===== config.mk =====
export PLATFORM = sky130hd
export DESIGN_NAME = scs_top
export DESIGN_NICKNAME = d
export VERILOG_FILES = /design/src/hw/scs_pkg.sv /design/src/hw/scs_top.sv /design/src/hw/scs_edge_sync.sv
export SDC_FILE = /design/constraint.sdc
export NUM_CORES = 1
export LEC_CHECK = 0
export BUFFER_PORTS_ARGS = -buffer_cell sky130_fd_sc_hd__buf_2
export CAP_MARGIN = 25
export CORE_MARGIN = 2
export CORE_UTILIZATION = 50
export CTS_BUF_LIST = sky130_fd_sc_hd__clkbuf_8
export CTS_CLUSTER_DIAMETER = 150
export DETAILED_ROUTE_END_ITERATION = 10
export GPL_ROUTABILITY_DRIVEN = 0
export PLACE_DENSITY = 0.7
export SKIP_CTS_REPAIR_TIMING = 1
export SYNTH_ARGS = -nofsm -noshare
export SYNTH_HDL_FRONTEND = slang
export SYNTH_SLANG_ARGS = --single-unit

===== constraint.sdc =====
create_clock -name MCLK -period 4.7 [get_ports MCLK]
set_input_delay 0 -clock MCLK [delete_from_list [all_inputs] [get_ports MCLK]]
set_output_delay 0 -clock MCLK [all_outputs]
set_load 0.02 [all_outputs]

===== src/hw/scs_pkg.sv =====
// Notes on behaviour
// - after any reset the core clock runs from the internal oscillator.
// - internal divide field 00/01/10/11 selects divide by 8/4/2/1.
// - internal divide field resets to divide by 8.
// - source select bit 3: 0 scaled internal, 1 external circuit.
// - internal ready flag bit 4 reads 1 only while oscillator runs settled.
// - internal enable bit 2 turns the internal oscillator on or off.
// - trim register holds 7-bit trim; bit 7 reads zero, writes ignored.
// - trim loads a per-device value at reset, not a fixed constant.
// - one control write may enable and select the internal oscillator.
// - external oscillator stays available to peripherals whenever the external circuit is on.
// - crystal valid flag bit 7 read-only, set when settled, only in 11x.
// - external mode decodes off, CMOS, CMOS/2, RC/2, cap/2, crystal, crystal/2.
// - frequency control field 000-111 selects the external drive range.
// - crystal mode claims both crystal pins; other modes except off claim terminal b only.
// - external control bit 3 reserved, reads zero, writes ignored.
// - upper three bits of internal control read zero, writes ignored.
package scs_pkg;
  localparam logic [7:0] ADDR_INT_CTRL  = 8'hb2;
  localparam logic [7:0] ADDR_INT_TRIM  = 8'hb3;
  localparam logic [7:0] ADDR_EXT_CTRL  = 8'hb1;
  localparam logic [7:0] INT_CTRL_RST   = 8'h14;
  localparam logic [7:0] EXT_CTRL_RST   = 8'h00;
  localparam int         BIT_RDY        = 4;
  localparam int         BIT_SEL        = 3;
  localparam int         BIT_EN         = 2;
  localparam int         BIT_VALID      = 7;
  localparam logic [7:0] INT_CTRL_WMASK = 8'h0f;
  localparam logic [7:0] TRIM_WMASK     = 8'h7f;
  localparam logic [7:0] EXT_CTRL_WMASK = 8'h77;
  localparam logic [2:0] DIV_CNT_MAX    = 3'h7;
  localparam logic [1:0] DIV_BY8        = 2'h0;
  localparam logic [1:0] DIV_BY4        = 2'h1;
  localparam logic [1:0] DIV_BY2        = 2'h2;
  localparam logic [1:0] DIV_BY1        = 2'h3;
  localparam logic [2:0] XM_CMOS        = 3'h2;
  localparam logic [2:0] XM_CMOS_D2     = 3'h3;
  localparam logic [2:0] XM_RC_D2       = 3'h4;
  localparam logic [2:0] XM_CAP_D2      = 3'h5;
  localparam logic [2:0] XM_XTAL        = 3'h6;
  localparam logic [2:0] XM_XTAL_D2     = 3'h7;
  // internal oscillator start-up, given in ns and rounded up to clock cycles (modelled)
  localparam int         INT_START_NS   = 200;
  localparam int         CLK_PERIOD_NS  = 10;
  localparam int         INT_START_CYC  = (INT_START_NS + CLK_PERIOD_NS - 1) / CLK_PERIOD_NS;
  localparam logic [4:0] INT_START_CNT  = 5'(INT_START_CYC);
  // crystal amplitude settling: count of external edges seen
  localparam logic [7:0] XTAL_SETTLE    = 8'hff;
  typedef enum logic [1:0] {
    SCS_RUN   = 2'b00,
    SCS_PARK  = 2'b01,
    SCS_RESUM = 2'b10
  } scs_sw_t;
endpackage


===== src/hw/scs_top.sv =====
`timescale 1ns/1ps
// system clock source selector; core clock is produced as a registered toggle
// divided from MCLK, modelling the internal oscillator as MCLK itself
module scs_top (
  input  wire logic       MCLK,
  input  wire logic       RST_N,
  input  wire logic [7:0] ADDR,
  input  wire logic [7:0] WDATA,
  input  wire logic       WR,
  input  wire logic       RD,
  output logic      [7:0] RDATA,
  input  wire logic [6:0] TRIM_STRAP,
  input  wire logic       XTAL_B_IN,
  output logic            CORE_CLK_OUT,
  output logic            EXT_CLK_OUT,
  output logic            XTAL_A_CLAIM,
  output logic            XTAL_B_CLAIM,
  output logic [2:0]      EXT_FREQ_CTRL,
  output logic            INT_OSC_ON,
  output logic [6:0]      INT_TRIM
);
  import scs_pkg::*;

  logic [7:0] ictl_reg, ictl_next;
  logic [6:0] trim_reg, trim_next;
  logic [7:0] xctl_reg, xctl_next;
  logic [7:0] rdata_reg, rdata_next;
  logic       trim_ld_reg, trim_ld_next;
  logic [4:0] istart_reg, istart_next;
  logic       irdy_reg, irdy_next;
  logic [7:0] xset_reg, xset_next;
  logic       xvld_reg, xvld_next;
  logic       xhalf_reg, xhalf_next;
  logic       xseen_reg, xseen_next;
  logic [2:0] div_reg, div_next;
  logic       cclk_reg, cclk_next;
  logic       eclk_reg, eclk_next;
  logic       asel_reg, asel_next;
  logic [1:0] adiv_reg, adiv_next;
  scs_sw_t    sw_reg, sw_next;
  logic       a_claim_reg, a_claim_next;
  logic       b_claim_reg, b_claim_next;

  logic       x_level;
  logic       x_edge;
  logic [2:0] xmode;
  logic       xtal_mode;
  logic       ext_on;
  logic       ext_tick;
  logic       int_tick;
  logic       cur_tick;

  // crystal terminal b sampled through three stages
  scs_edge_sync u_xsync (
    .MCLK  (MCLK),
    .RST_N (RST_N),
    .din   (XTAL_B_IN),
    .level (x_level),
    .rise  ()
  );
  // pin edge marked against its own copy, so the halving stage sees each edge once
  assign x_edge = x_level ^ xseen_reg;

  assign xmode     = xctl_reg[6:4];
  assign xtal_mode = (xmode == XM_XTAL) || (xmode == XM_XTAL_D2);
  assign ext_on    = xmode[2] | xmode[1];

  // mode decode, halving stage on odd modes from 3 up and all RC/cap modes
  always_comb begin
    ext_tick = 1'b0;
    unique case (xmode)
      XM_CMOS, XM_XTAL:  ext_tick = x_edge;
      XM_CMOS_D2, XM_RC_D2, XM_CAP_D2, XM_XTAL_D2:
                         ext_tick = x_edge & xhalf_reg;
      default:           ext_tick = 1'b0;
    endcase
  end

  // register file; writes masked so unused bits stay zero
  always_comb begin
    ictl_next    = ictl_reg;
    trim_next    = trim_reg;
    xctl_next    = xctl_reg;
    trim_ld_next = 1'b1;
    rdata_next   = 8'h00;
    // per-device trim caught from strap just after reset release
    if (!trim_ld_reg) begin
      trim_next = TRIM_STRAP;
    end
    if (WR) begin
      unique case (ADDR)
        // enable and select taken together in one write
        ADDR_INT_CTRL: ictl_next = WDATA & INT_CTRL_WMASK;
        ADDR_INT_TRIM: trim_next = WDATA[6:0] & TRIM_WMASK[6:0];
        // reserved bit 3 ignored; range field stored
        ADDR_EXT_CTRL: xctl_next = WDATA & EXT_CTRL_WMASK;
        default:       ictl_next = ictl_reg;
      endcase
    end
    if (RD) begin
      unique case (ADDR)
        // ready flag shows the oscillator state
        ADDR_INT_CTRL: rdata_next = ictl_reg | {3'h0, irdy_reg, 4'h0};
        ADDR_INT_TRIM: rdata_next = {1'b0, trim_reg};
        // valid flag only while in a crystal mode
        ADDR_EXT_CTRL: rdata_next = xctl_reg | {xvld_reg & xtal_mode, 7'h00};
        default:       rdata_next = 8'h00;
      endcase
    end
  end

  // oscillator status: internal start-up and crystal settle
  always_comb begin
    istart_next = istart_reg;
    irdy_next   = irdy_reg;
    xset_next   = xset_reg;
    xvld_next   = xvld_reg;
    xhalf_next  = xhalf_reg;
    eclk_next   = eclk_reg;
    xseen_next  = x_level;
    // enable bit gates the internal oscillator
    if (!ictl_reg[BIT_EN]) begin
      istart_next = 5'h0;
      irdy_next   = 1'b0;
    end else if (istart_reg != INT_START_CNT) begin
      istart_next = istart_reg + 5'h1;
    end else begin
      irdy_next = 1'b1;
    end
    if (x_edge) begin
      xhalf_next = ~xhalf_reg;
    end
    if (ext_tick) begin
      eclk_next = ~eclk_reg;
    end else if (!ext_on) begin
      eclk_next = 1'b0;
    end
    // settle counts external edges while a crystal mode is on
    if (!xtal_mode) begin
      xset_next = 8'h00;
      xvld_next = 1'b0;
    end else if (x_edge) begin
      if (xset_reg == XTAL_SETTLE) begin
        xvld_next = 1'b1;
      end else begin
        xset_next = xset_reg + 8'h01;
      end
    end
  end

  // divisor from the applied divide field
  always_comb begin
    int_tick = 1'b0;
    unique case (adiv_reg)
      DIV_BY8: int_tick = (div_reg == DIV_CNT_MAX);
      DIV_BY4: int_tick = (div_reg[1:0] == DIV_CNT_MAX[1:0]);
      DIV_BY2: int_tick = div_reg[0];
      DIV_BY1: int_tick = 1'b1;
    endcase
  end
  assign cur_tick = asel_reg ? ext_tick : int_tick;

  // changes applied only while the output is low, after a full period
  always_comb begin
    sw_next   = sw_reg;
    asel_next = asel_reg;
    adiv_next = adiv_reg;
    div_next  = div_reg + 3'h1;
    cclk_next = cclk_reg;
    unique case (sw_reg)
      SCS_RUN: begin
        if (cur_tick) begin
          cclk_next = ~cclk_reg;
        end
        if ((ictl_reg[BIT_SEL] != asel_reg || ictl_reg[1:0] != adiv_reg)
            && cur_tick && cclk_reg) begin
          sw_next = SCS_PARK;
        end
      end
      SCS_PARK: begin
        // source select applied; firmware picks a settled source
        asel_next = ictl_reg[BIT_SEL];
        adiv_next = ictl_reg[1:0];
        div_next  = 3'h0;
        sw_next   = SCS_RESUM;
      end
      SCS_RESUM: begin
        sw_next = SCS_RUN;
      end
      default: sw_next = SCS_RUN;
    endcase
  end

  // pin claims follow the external mode
  always_comb begin
    a_claim_next = ext_on & xtal_mode;
    b_claim_next = ext_on;
  end

  // reset selects internal source divided by 8
  always_ff @(posedge MCLK or negedge RST_N) begin
    if (!RST_N) begin
      ictl_reg    <= INT_CTRL_RST & INT_CTRL_WMASK;
      trim_reg    <= 7'h00;
      xctl_reg    <= EXT_CTRL_RST;
      rdata_reg   <= 8'h00;
      trim_ld_reg <= 1'b0;
      istart_reg  <= 5'h0;
      irdy_reg    <= 1'b0;
      xset_reg    <= 8'h00;
      xvld_reg    <= 1'b0;
      xhalf_reg   <= 1'b0;
      xseen_reg   <= 1'b0;
      eclk_reg    <= 1'b0;
      div_reg     <= 3'h0;
      cclk_reg    <= 1'b0;
      asel_reg    <= 1'b0;
      adiv_reg    <= DIV_BY8;
      sw_reg      <= SCS_RUN;
      a_claim_reg <= 1'b0;
      b_claim_reg <= 1'b0;
    end else begin
      ictl_reg    <= ictl_next;
      trim_reg    <= trim_next;
      xctl_reg    <= xctl_next;
      rdata_reg   <= rdata_next;
      trim_ld_reg <= trim_ld_next;
      istart_reg  <= istart_next;
      irdy_reg    <= irdy_next;
      xset_reg    <= xset_next;
      xvld_reg    <= xvld_next;
      xhalf_reg   <= xhalf_next;
      xseen_reg   <= xseen_next;
      eclk_reg    <= eclk_next;
      div_reg     <= div_next;
      cclk_reg    <= cclk_next;
      asel_reg    <= asel_next;
      adiv_reg    <= adiv_next;
      sw_reg      <= sw_next;
      a_claim_reg <= a_claim_next;
      b_claim_reg <= b_claim_next;
    end
  end

  // external clock offered to peripherals whenever the external circuit is on, held low when off
  assign EXT_CLK_OUT   = eclk_reg;
  assign CORE_CLK_OUT  = cclk_reg;
  assign RDATA         = rdata_reg;
  assign XTAL_A_CLAIM  = a_claim_reg;
  assign XTAL_B_CLAIM  = b_claim_reg;
  assign EXT_FREQ_CTRL = xctl_reg[2:0];
  assign INT_OSC_ON    = ictl_reg[BIT_EN];
  assign INT_TRIM      = trim_reg;
endmodule


===== src/hw/scs_edge_sync.sv =====
`timescale 1ns/1ps
// three-stage synchroniser; a change counts when stages two and three agree
module scs_edge_sync (
  input  wire logic MCLK,
  input  wire logic RST_N,
  input  wire logic din,
  output logic      level,
  output logic      rise
);
  logic [2:0] sh_reg;
  logic [2:0] sh_next;
  logic       lvl_reg;
  logic       lvl_next;
  logic       rise_reg;
  logic       rise_next;

  // shift and filter
  always_comb begin
    sh_next  = {sh_reg[1:0], din};
    lvl_next = lvl_reg;
    if (sh_reg[1] == sh_reg[2]) begin
      lvl_next = sh_reg[2];
    end
    rise_next = lvl_next & ~lvl_reg;
  end

  always_ff @(posedge MCLK or negedge RST_N) begin
    if (!RST_N) begin
      sh_reg   <= 3'h0;
      lvl_reg  <= 1'b0;
      rise_reg <= 1'b0;
    end else begin
      sh_reg   <= sh_next;
      lvl_reg  <= lvl_next;
      rise_reg <= rise_next;
    end
  end

  assign level = lvl_reg;
  assign rise  = rise_reg;
endmodule


# After elaboration in Yosys (flattened, before gate mapping)
# Index checks and enable logic that the tools add are counted.
dict set report totals {
  inputBits 28
  register_bits 59
  output_inout_bits 23
  wordCells 97
}
dict set report op_classes {
  n_bitwise 10
  n_mux 23
  addsub 3
  n_eq_ne 27
  n_reduce_logical 13
}
# op n
set op_table {}
lappend op_table {{8-bit == test (second input constant)} 4}
lappend op_table {{8-bit two-way mux} 4}
lappend op_table {{8-bit case mux with 3 select lines} 1}
lappend op_table {{7-bit two-way mux} 3}
lappend op_table {{3-bit == test (second input constant)} 5}
lappend op_table {{5-bit two-way mux} 2}
lappend op_table {{2-bit AND reduction} 5}
lappend op_table {{8-bit by 1-bit adder with 8-bit output (second input constant)} 1}
lappend op_table {{1-bit two-way mux} 8}
lappend op_table {{2-bit inequality test (second input constant)} 4}
lappend op_table {{7-bit by 8-bit OR with 8-bit output} 1}
lappend op_table {{2-bit == test (second input constant)} 3}
lappend op_table {{3-bit by 2-bit == test with 1-bit output (second input constant)} 2}
lappend op_table {{2-bit by 1-bit inequality test with 1-bit output (second input constant)} 3}
lappend op_table {{5-bit by 1-bit adder with 5-bit output (second input constant)} 1}
lappend op_table {{5-bit inequality test (second input constant)} 1}
lappend op_table {{4-bit by 5-bit OR with 5-bit output} 1}
lappend op_table {{2-bit by 1-bit == test with 1-bit output (second input constant)} 2}
lappend op_table {{2-bit logical NOT} 2}
lappend op_table {{1-bit case mux with 4 select lines} 1}
lappend op_table {{2-bit case mux with 2 select lines} 1}
lappend op_table {{4-bit OR reduction} 1}
lappend op_table {{3-bit by 1-bit adder with 3-bit output (second input constant)} 1}
lappend op_table {{1-bit AND} 3}
lappend op_table {{12 further kinds} 16}

# Longest topological paths before layout
# Gate-level depths: netlist of the first run.
dict set report logic_depth {
  depth_word 8
  ltp_mapped 7
  ltp_nobuf 6
}

# Cells and area by module
# From an unflattened synthesis of the first run, not the netlist that was laid out.
dict set report hier_totals {
  hier_cells 227
  hier_area_um2 2631.3
}
# module seq_area_each_um2 area_per_inst_um2 cells_per_inst instances
set by_module_without_submodules {}
lappend by_module_without_submodules {scs_top 1377.6 2484.9 220 1}
lappend by_module_without_submodules {scs_edge_sync 125.1 146.4 7 1}

# Worst setup path before layout of the first run
# Ideal clock, no wire load.
dict set report synth_path {
  path_type {register to register}
  from {register u_xsync.lvl_reg (netlist: u_xsync.level)}
  to {register xset_reg[5]}
  t_arrival_ns 1.520
  slack_ns 3.101
  stages_incl_launch_ff 5
  setup_ns 0.079
  required_ns 4.621
  path_cell_list {dfrtp_1 xor2_1 nand4_1 or4_1 a21oi_1}
}
dict set report synth_between {
  elab_chain_len 3
}
# element line_no
set synth_rtl {}
lappend synth_rtl {{from (decl)} scs_edge_sync.sv:12} ;# logic lvl_reg;
lappend synth_rtl {{from (signal assigned)} scs_edge_sync.sv:34} ;# lvl_reg <= lvl_next;
lappend synth_rtl {{1-bit bitwise XOR} scs_top.sv:62} ;# assign x_edge = x_level ^ xseen_reg;
lappend synth_rtl {{2-bit inequality test (no source line)} n/a}
lappend synth_rtl {{2-bit AND reduction (no source line)} n/a}
lappend synth_rtl {{to (signal assigned)} scs_top.sv:230} ;# xset_reg <= xset_next;
lappend synth_rtl {{to (decl)} scs_top.sv:31} ;# logic [7:0] xset_reg, xset_next;
# Every way passes these cells.
# A chain may end at the register's enable or synchronous reset.

# Worst setup path after layout of the first run
# Ends and elaborated chain as after synthesis.

==> results.md, run 1 <==
* Synthesis warning total at 0
* Largest family of logic cells by synthesized area: simple AND/OR/NAND/NOR gates
* Drt wl/cell at 13.5 µm
* Total CTS buffers at 9
* Mapped Area at 0.00259 mm²
* Core Area at ~0.0050 mm²
* RSZ-0062 raised after global routing: no
* Flops & latches, synth at 59
* Highest Clock Rate at 537 MHz
* Remaining antenna violation count at 0
* Leakage power at around 1.6 nW
* Xor-xnor portion of the synthesized cell area at 4.39%
* Longest Clk Path Bufs at 2
* Die X-Extent at 76.0 µm
* CTS H-tree lvls at 3
* Hold_ws at -0.0218 ns
* Vias in the first global route at 1,721
* Via count at approximately 1,900
* Post-synthesis cell count at 227
* Worst Clk Skew at 0.00593 ns
* Min-Delay Path Class: in2reg
* Pin count of the biggest net entering global routing at 60
* Fill cell count at 416
* Setup crit start kind: register
* Fin. Hold Viols at 5
* Hold_sp: TRIM_STRAP[3]
* Clk pin slew, worst setup/hold paths at 0.06 ns
* Slowest CP cell: or4_1
* Synth-to-Final Area Change at 22.3%
* Post-Synth Simple-Gate Area at 13.9%
* Syn nets at 260
* Register area at around 0.0015 mm²
* Mux contribution to synthesized area at 10.7%
* Total die area at 0.00578 mm²
* Post-route clock period utilization at 39.6%
* Final setup vio count at 0
* Clk_lat worst skew at roughly 0.34 ns
* CP peak stage delay at 0.52 ns
* Maxcap violations at 0
* Critical Path Fanout Max at 6
* Antenna violations before repair at 0
* FF-to-FF Start: u_xsync.level
* Failing checks: negative hold slack
* Pwr per Cell Area at between 300 and 400 mW/mm²
* Remaining Overflow, GRT at 0
* GRT Overall Usage at ~18%
* Max VDD drop at 230 µV
* Slew margin rel. at 51.2%
* Setup_tns at 0 ns
* Slew Limit Fails at 0
* Die Y at 76.0 µm
* Num ports at 51
* Share of cells above drive strength 1 at between 20% and 30%
* Adder-Cell Fraction of Synth Area at 2.80%
* IO buf count at 49
* Most common cell after layout, fill and taps aside: dfrtp_1
* Multi-input gate area at 0.00103 mm²
* Rows at 26
* Tmin final at between 1.5 and 2 ns
* Crit-path cells: xor2_1 > nand4_1 > or4_1 > a21oi_1
* Drt total wl at 4990 µm
* Final HPWL DP at 3380 µm
* CP startpoint: u_xsync.level
* Most used flip-flop cell after synthesis: dfrtp_1
* Number of remaining DRC errors at 0
* Nets at 327
* TritonRoute pass-1 iters at 4
* Post-synth EDFFs at 0
* Critical Path RT at 4.96 ns
* Drt initial violations at 65
* Outcome: complete, but fails checks
* First-pass GRT wire length at between 8000 and 9000 µm
* Placed Instances at 339
* Seq/Total Area, Yosys at 56.9%
* Compound-gate portion of the synthesized area at about 7.9%
* Slew of the pin with the lowest slew margin at around 0.73 ns
* Bufs and invs on worst path at 0
* Commonest cells after routing, fill and taps aside: dfrtp_1 (58), buf_2 (49), nor2_1 (24)
* TritonCTS clock tree: done
* Via/cell ratio at 5.04
* Fin cells at 369
* Total power at ~1.1 mW
* Post-Syn Area per Cell at 11.4 µm²
* Initial Util at approximately half
* Number of distinct library cells after synthesis at 43
* # diodes at 0
* Post-synth ARST share at 100%
* Root buf cell: clkbuf_8
* Crit. End Element: register
* Clock Sinks at 59
* CP Data Arrival Time at ~2.1 ns
* Worst setup path class: reg2reg
* CP top delay family: simple AND/OR/NAND/NOR gates
-- area by class of cell --
type / count / area share [%]
Tap cell: 70 / 2.76
Multi-Input combinational cell: 152 / 32.5
Timing Repair Buffer: 64 / 12.4
Inverter: 8 / 0.946
Sequential cell: 59 / 46.6
Clock inverter: 7 / 0.946
Clock buffer: 9 / 3.90
-- worst reg2reg max path, cell delays in order, from the launching register on --
cell and delay, ns:
dfrtp_1 0.42, xor2_1 0.42, nand4_1 0.28, or4_1 0.52
a21oi_1 0.15
-- metal layers --
metal  GRT usage, %  wire [µm]  vias up
li1               -          -      922
met1           25.8       2460      886
met4           7.64         53        0
met2           26.1       2210       44
met3           6.87        273        7
met5              0          0        -
-- synthesized netlist by cell type, types with 2 or more instances --
cell type  number  area (µm²)
o31ai_1         2        15.0
nand2_1        19        71.3
nor3_1          4        20.0
dfrtp_1        58        1450
nor2b_1         2        12.5
or4_1           2        15.0
o21ai_0         6        30.0
nand3_1         5        25.0
a22oi_1         5        37.5
buf_4           4        30.0
nand2b_1        2        12.5
nor2_1         24        90.1
inv_1           8        30.0
xor2_1          7        61.3
mux2i_1        13         130
and2_1          5        31.3
nand4_1         2        12.5
mux2_2         13         146
o311a_1         2        20.0
a21boi_0        2        15.0
ha_1            5        62.6
xnor2_1         6        52.6
a21oi_1        11        55.1
-- power by group --
group          switching (mW)  total (mW)  internal [mW]
sequential             0.0301       0.579          0.549
combinational          0.0829       0.161         0.0777
clock                   0.187       0.368          0.180
total                   0.300        1.11          0.807
-- final timing paths --
check	endpoint	cells after the start	slack (ns)
worst max-delay path	xset_reg[5]	4	2.84
worst min-delay path	INT_TRIM[3]	3	-0.02
worst max register to register	xset_reg[5]	4	2.84
worst min register to register	u_xsync.sh_reg[1]	0	0.35
max in group asynchronous	RDATA[1]	3	3.88
min in group asynchronous	XTAL_A_CLAIM	3	0.33
-- cell families (layout without fill, tap and decap cells) --
kind of cell,Yosys count,in the layout
buf+inv,16,88
mux,26,26
flops,59,59
compound gates,32,32
simple gates,74,74
other cells,1,1
xor+xnor,13,13
fa+ha+maj,6,6
-- metrics by stage --
step                      instance area [µm²]  setup slack [ns]  util, %  hold WS [ns]
final                                    3170              2.84     63.0       -0.0218
after global routing                     3170              2.71     63.0        0.0107
after CTS                                3030              2.85     60.2        -0.245
after detailed placement                 2880              2.87     57.1         0.110
after global placement                   2880              2.89     57.1         0.109
after floorplan                          2590              3.10        -        -0.296
Note: power is estimated with default switching activity, not from simulation.
==> run 2, diff against run 1 <==
--- a/config.mk
+++ b/config.mk
@@ -13,7 +13,7 @@
 export CTS_CLUSTER_DIAMETER = 150
 export DETAILED_ROUTE_END_ITERATION = 10
 export GPL_ROUTABILITY_DRIVEN = 0
-export PLACE_DENSITY = 0.7
+export PLACE_DENSITY = 0.73
 export SKIP_CTS_REPAIR_TIMING = 1
 export SYNTH_ARGS = -nofsm -noshare
 export SYNTH_HDL_FRONTEND = slang
==> constraint.sdc (replaced) <==
create_clock -name MCLK -period 1.6 [get_ports MCLK]
set_input_delay 0 -clock MCLK [delete_from_list [all_inputs] [get_ports MCLK]]
set_output_delay 0 -clock MCLK [all_outputs]
set_load 0.02 [all_outputs]
==> results.md, run 2 (synthesis gave the netlist of run 1 again) <==
* Outcome: complete, but fails checks
* Failing checks: negative hold slack
* Total die area at 0.00578 mm²
* Tmin final at around 1.5 ns
* Vias in the first global route at 1,774
* Fin cells at 372
* Max VDD drop at about 590 µV
* Drt wl/cell at 13.6 µm
* TritonRoute pass-1 iters at 4
* Fin. Hold Viols at 3
* Clock Sinks at 59
* Min-Delay Path Class: in2reg
* Rows at 26
* Root buf cell: clkbuf_8
* Worst Reg-to-Reg Cells at 4
* Total CTS buffers at 9
* CTS H-tree lvls at 3
* RSZ-0062 raised after global routing: yes
* Share of cells above drive strength 1 at 28.5%
* Critical Path Fanout Max at 4
* Remaining Overflow, GRT at 0
* Clk pin slew, worst setup/hold paths at 0.07 ns
* Final HPWL DP at 3630 µm
* Number of remaining DRC errors at 0
* Crit. End Element: register
* Die Y at 76.0 µm
* Worst hold stages at 3
* Num ports at 51
* Bufs and invs on worst path at 0
* Slowest CP cell: or4_1
* Pwr per Cell Area at 1030 mW/mm²
* Via count at 1,888
* Post-route clock period utilization at 95.2%
* Die X-Extent at 76.0 µm
* Initial Util at 51.5%
* Setup crit start kind: register
* CP peak stage delay at around 0.51 ns
* Drt initial violations at 154
* Hold_ws at -0.0282 ns
* TritonCTS clock tree: done
* Synth-to-Final Area Change at 24.0%
* Slew Limit Fails at 0
* First-pass GRT wire length at 8530 µm
* Worst setup path class: reg2reg
* Pre-CTS setup slack at between 0.015 and 0.02 ns
* Drt total wl at 5040 µm
* Crit-path cells: xor2_1 > nand4_1 > or4_1 > a21oi_1
* Remaining antenna violation count at 0
* Via/cell ratio at 5.08
* Highest Clock Rate at 657 MHz
* Worst Clk Skew at 0.00855 ns
* Leakage power at 1.60 nW
* Placed Instances at 344
* Pin count of the biggest net entering global routing at 30
* Nets at 330
* Fill cell count at 414
* Most common cell after layout, fill and taps aside: dfrtp_1
* Core Area at 0.00504 mm²
* Critical Path RT at around 1.9 ns
* Commonest cells after routing, fill and taps aside: dfrtp_1 (58), buf_2 (49), nor2_1 (24)
* Antenna violations before repair at 0
* IO buf count at 49
* Crit path depth at 4
* CP Data Arrival Time at 1.78 ns
* Maxcap violations at 0
* Final WS setup at 0.0773 ns
* Final setup vio count at 0
* Clk_lat worst skew at about 0.33 ns
* CP top delay family: simple AND/OR/NAND/NOR gates
* # diodes at 0
* GRT Overall Usage at 19.1%
* Longest Clk Path Bufs at 2
[run 2: cell types whose count changed in the layout (fill, tap and decap cells not counted)]
cell           change
buf_4              +5
dlygate4sd3_1      -3
buf_12             +1
clkbuf_8           +1
inv_1              -1
nor4b_1            -1
nor4b_2            +1
o21ai_0            -1
o21ai_1            +1
[run 2: stage by stage]
stage / hold WS, ns / power (mW) / TNS [ns] / instance area [µm²] / utilization [%]
global placement: -0.0126 / 2.19 / 0 / 2930 / 58.1
finish: -0.0282 / 3.31 / 0 / 3220 / 63.8
global route: 0.00589 / 3.48 / -0.0236 / 3220 / 63.8
CTS: -0.377 / 3.32 / 0 / 3090 / 61.4
detailed placement: -0.0164 / 2.20 / 0 / 2930 / 58.1
floorplan: -0.296 / 2.01 / 0 / 2590 / -
[run 2: final timing paths]
| kind | startpoint | endpoint | slack, ns |
|---|---|---|---|
| max | u_xsync.level | xset_reg[5] | 0.08 |
| min | TRIM_STRAP[2] | INT_TRIM[2] | -0.03 |
| max reg2reg | u_xsync.level | xset_reg[5] | 0.08 |
| min reg2reg | u_xsync.sh_reg[0] | u_xsync.sh_reg[1] | 0.35 |
| max in group asynchronous | RST_N | xctl_reg[6] | 0.91 |
| min in group asynchronous | RST_N | div_reg[1] | 0.16 |
[run 2: worst reg2reg max path: cells and delay by family (launching register included)]
kind | cells | cell delay [ns]
XOR/XNOR | 1 | 0.19
AO/OA/AOI/OAI | 1 | 0.14
AND/OR/NAND/NOR | 2 | 0.71
flip-flops | 1 | 0.41
[run 2: per-layer routing]
metal / vias to the layer above / track usage [%] / wire, µm
met5: - / 0 / 0
met1: 914 / 25.8 / 2390
met4: 0 / 11.5 / 85
met3: 10 / 3.91 / 161
met2: 35 / 28.7 / 2410
li1: 929 / - / -
[run 2: cell type report]
cell class                      count  area [µm²]  area share, %
Sequential cell                    59        1480           45.9
Inverter                            8        30.0          0.933
Clock inverter                      6        26.3          0.816
Multi-Input combinational cell    152        1040           32.3
Timing Repair Buffer               67         420           13.1
Tap cell                           70        87.6           2.72
Clock buffer                       10         138           4.28
[run 2: where the power goes]
part           switching [mW]  total (mW)  leakage (nW)  internal, mW
clock                   0.541        1.12        0.0996         0.578
combinational           0.248       0.492         0.721         0.244
sequential             0.0882        1.70         0.775          1.61
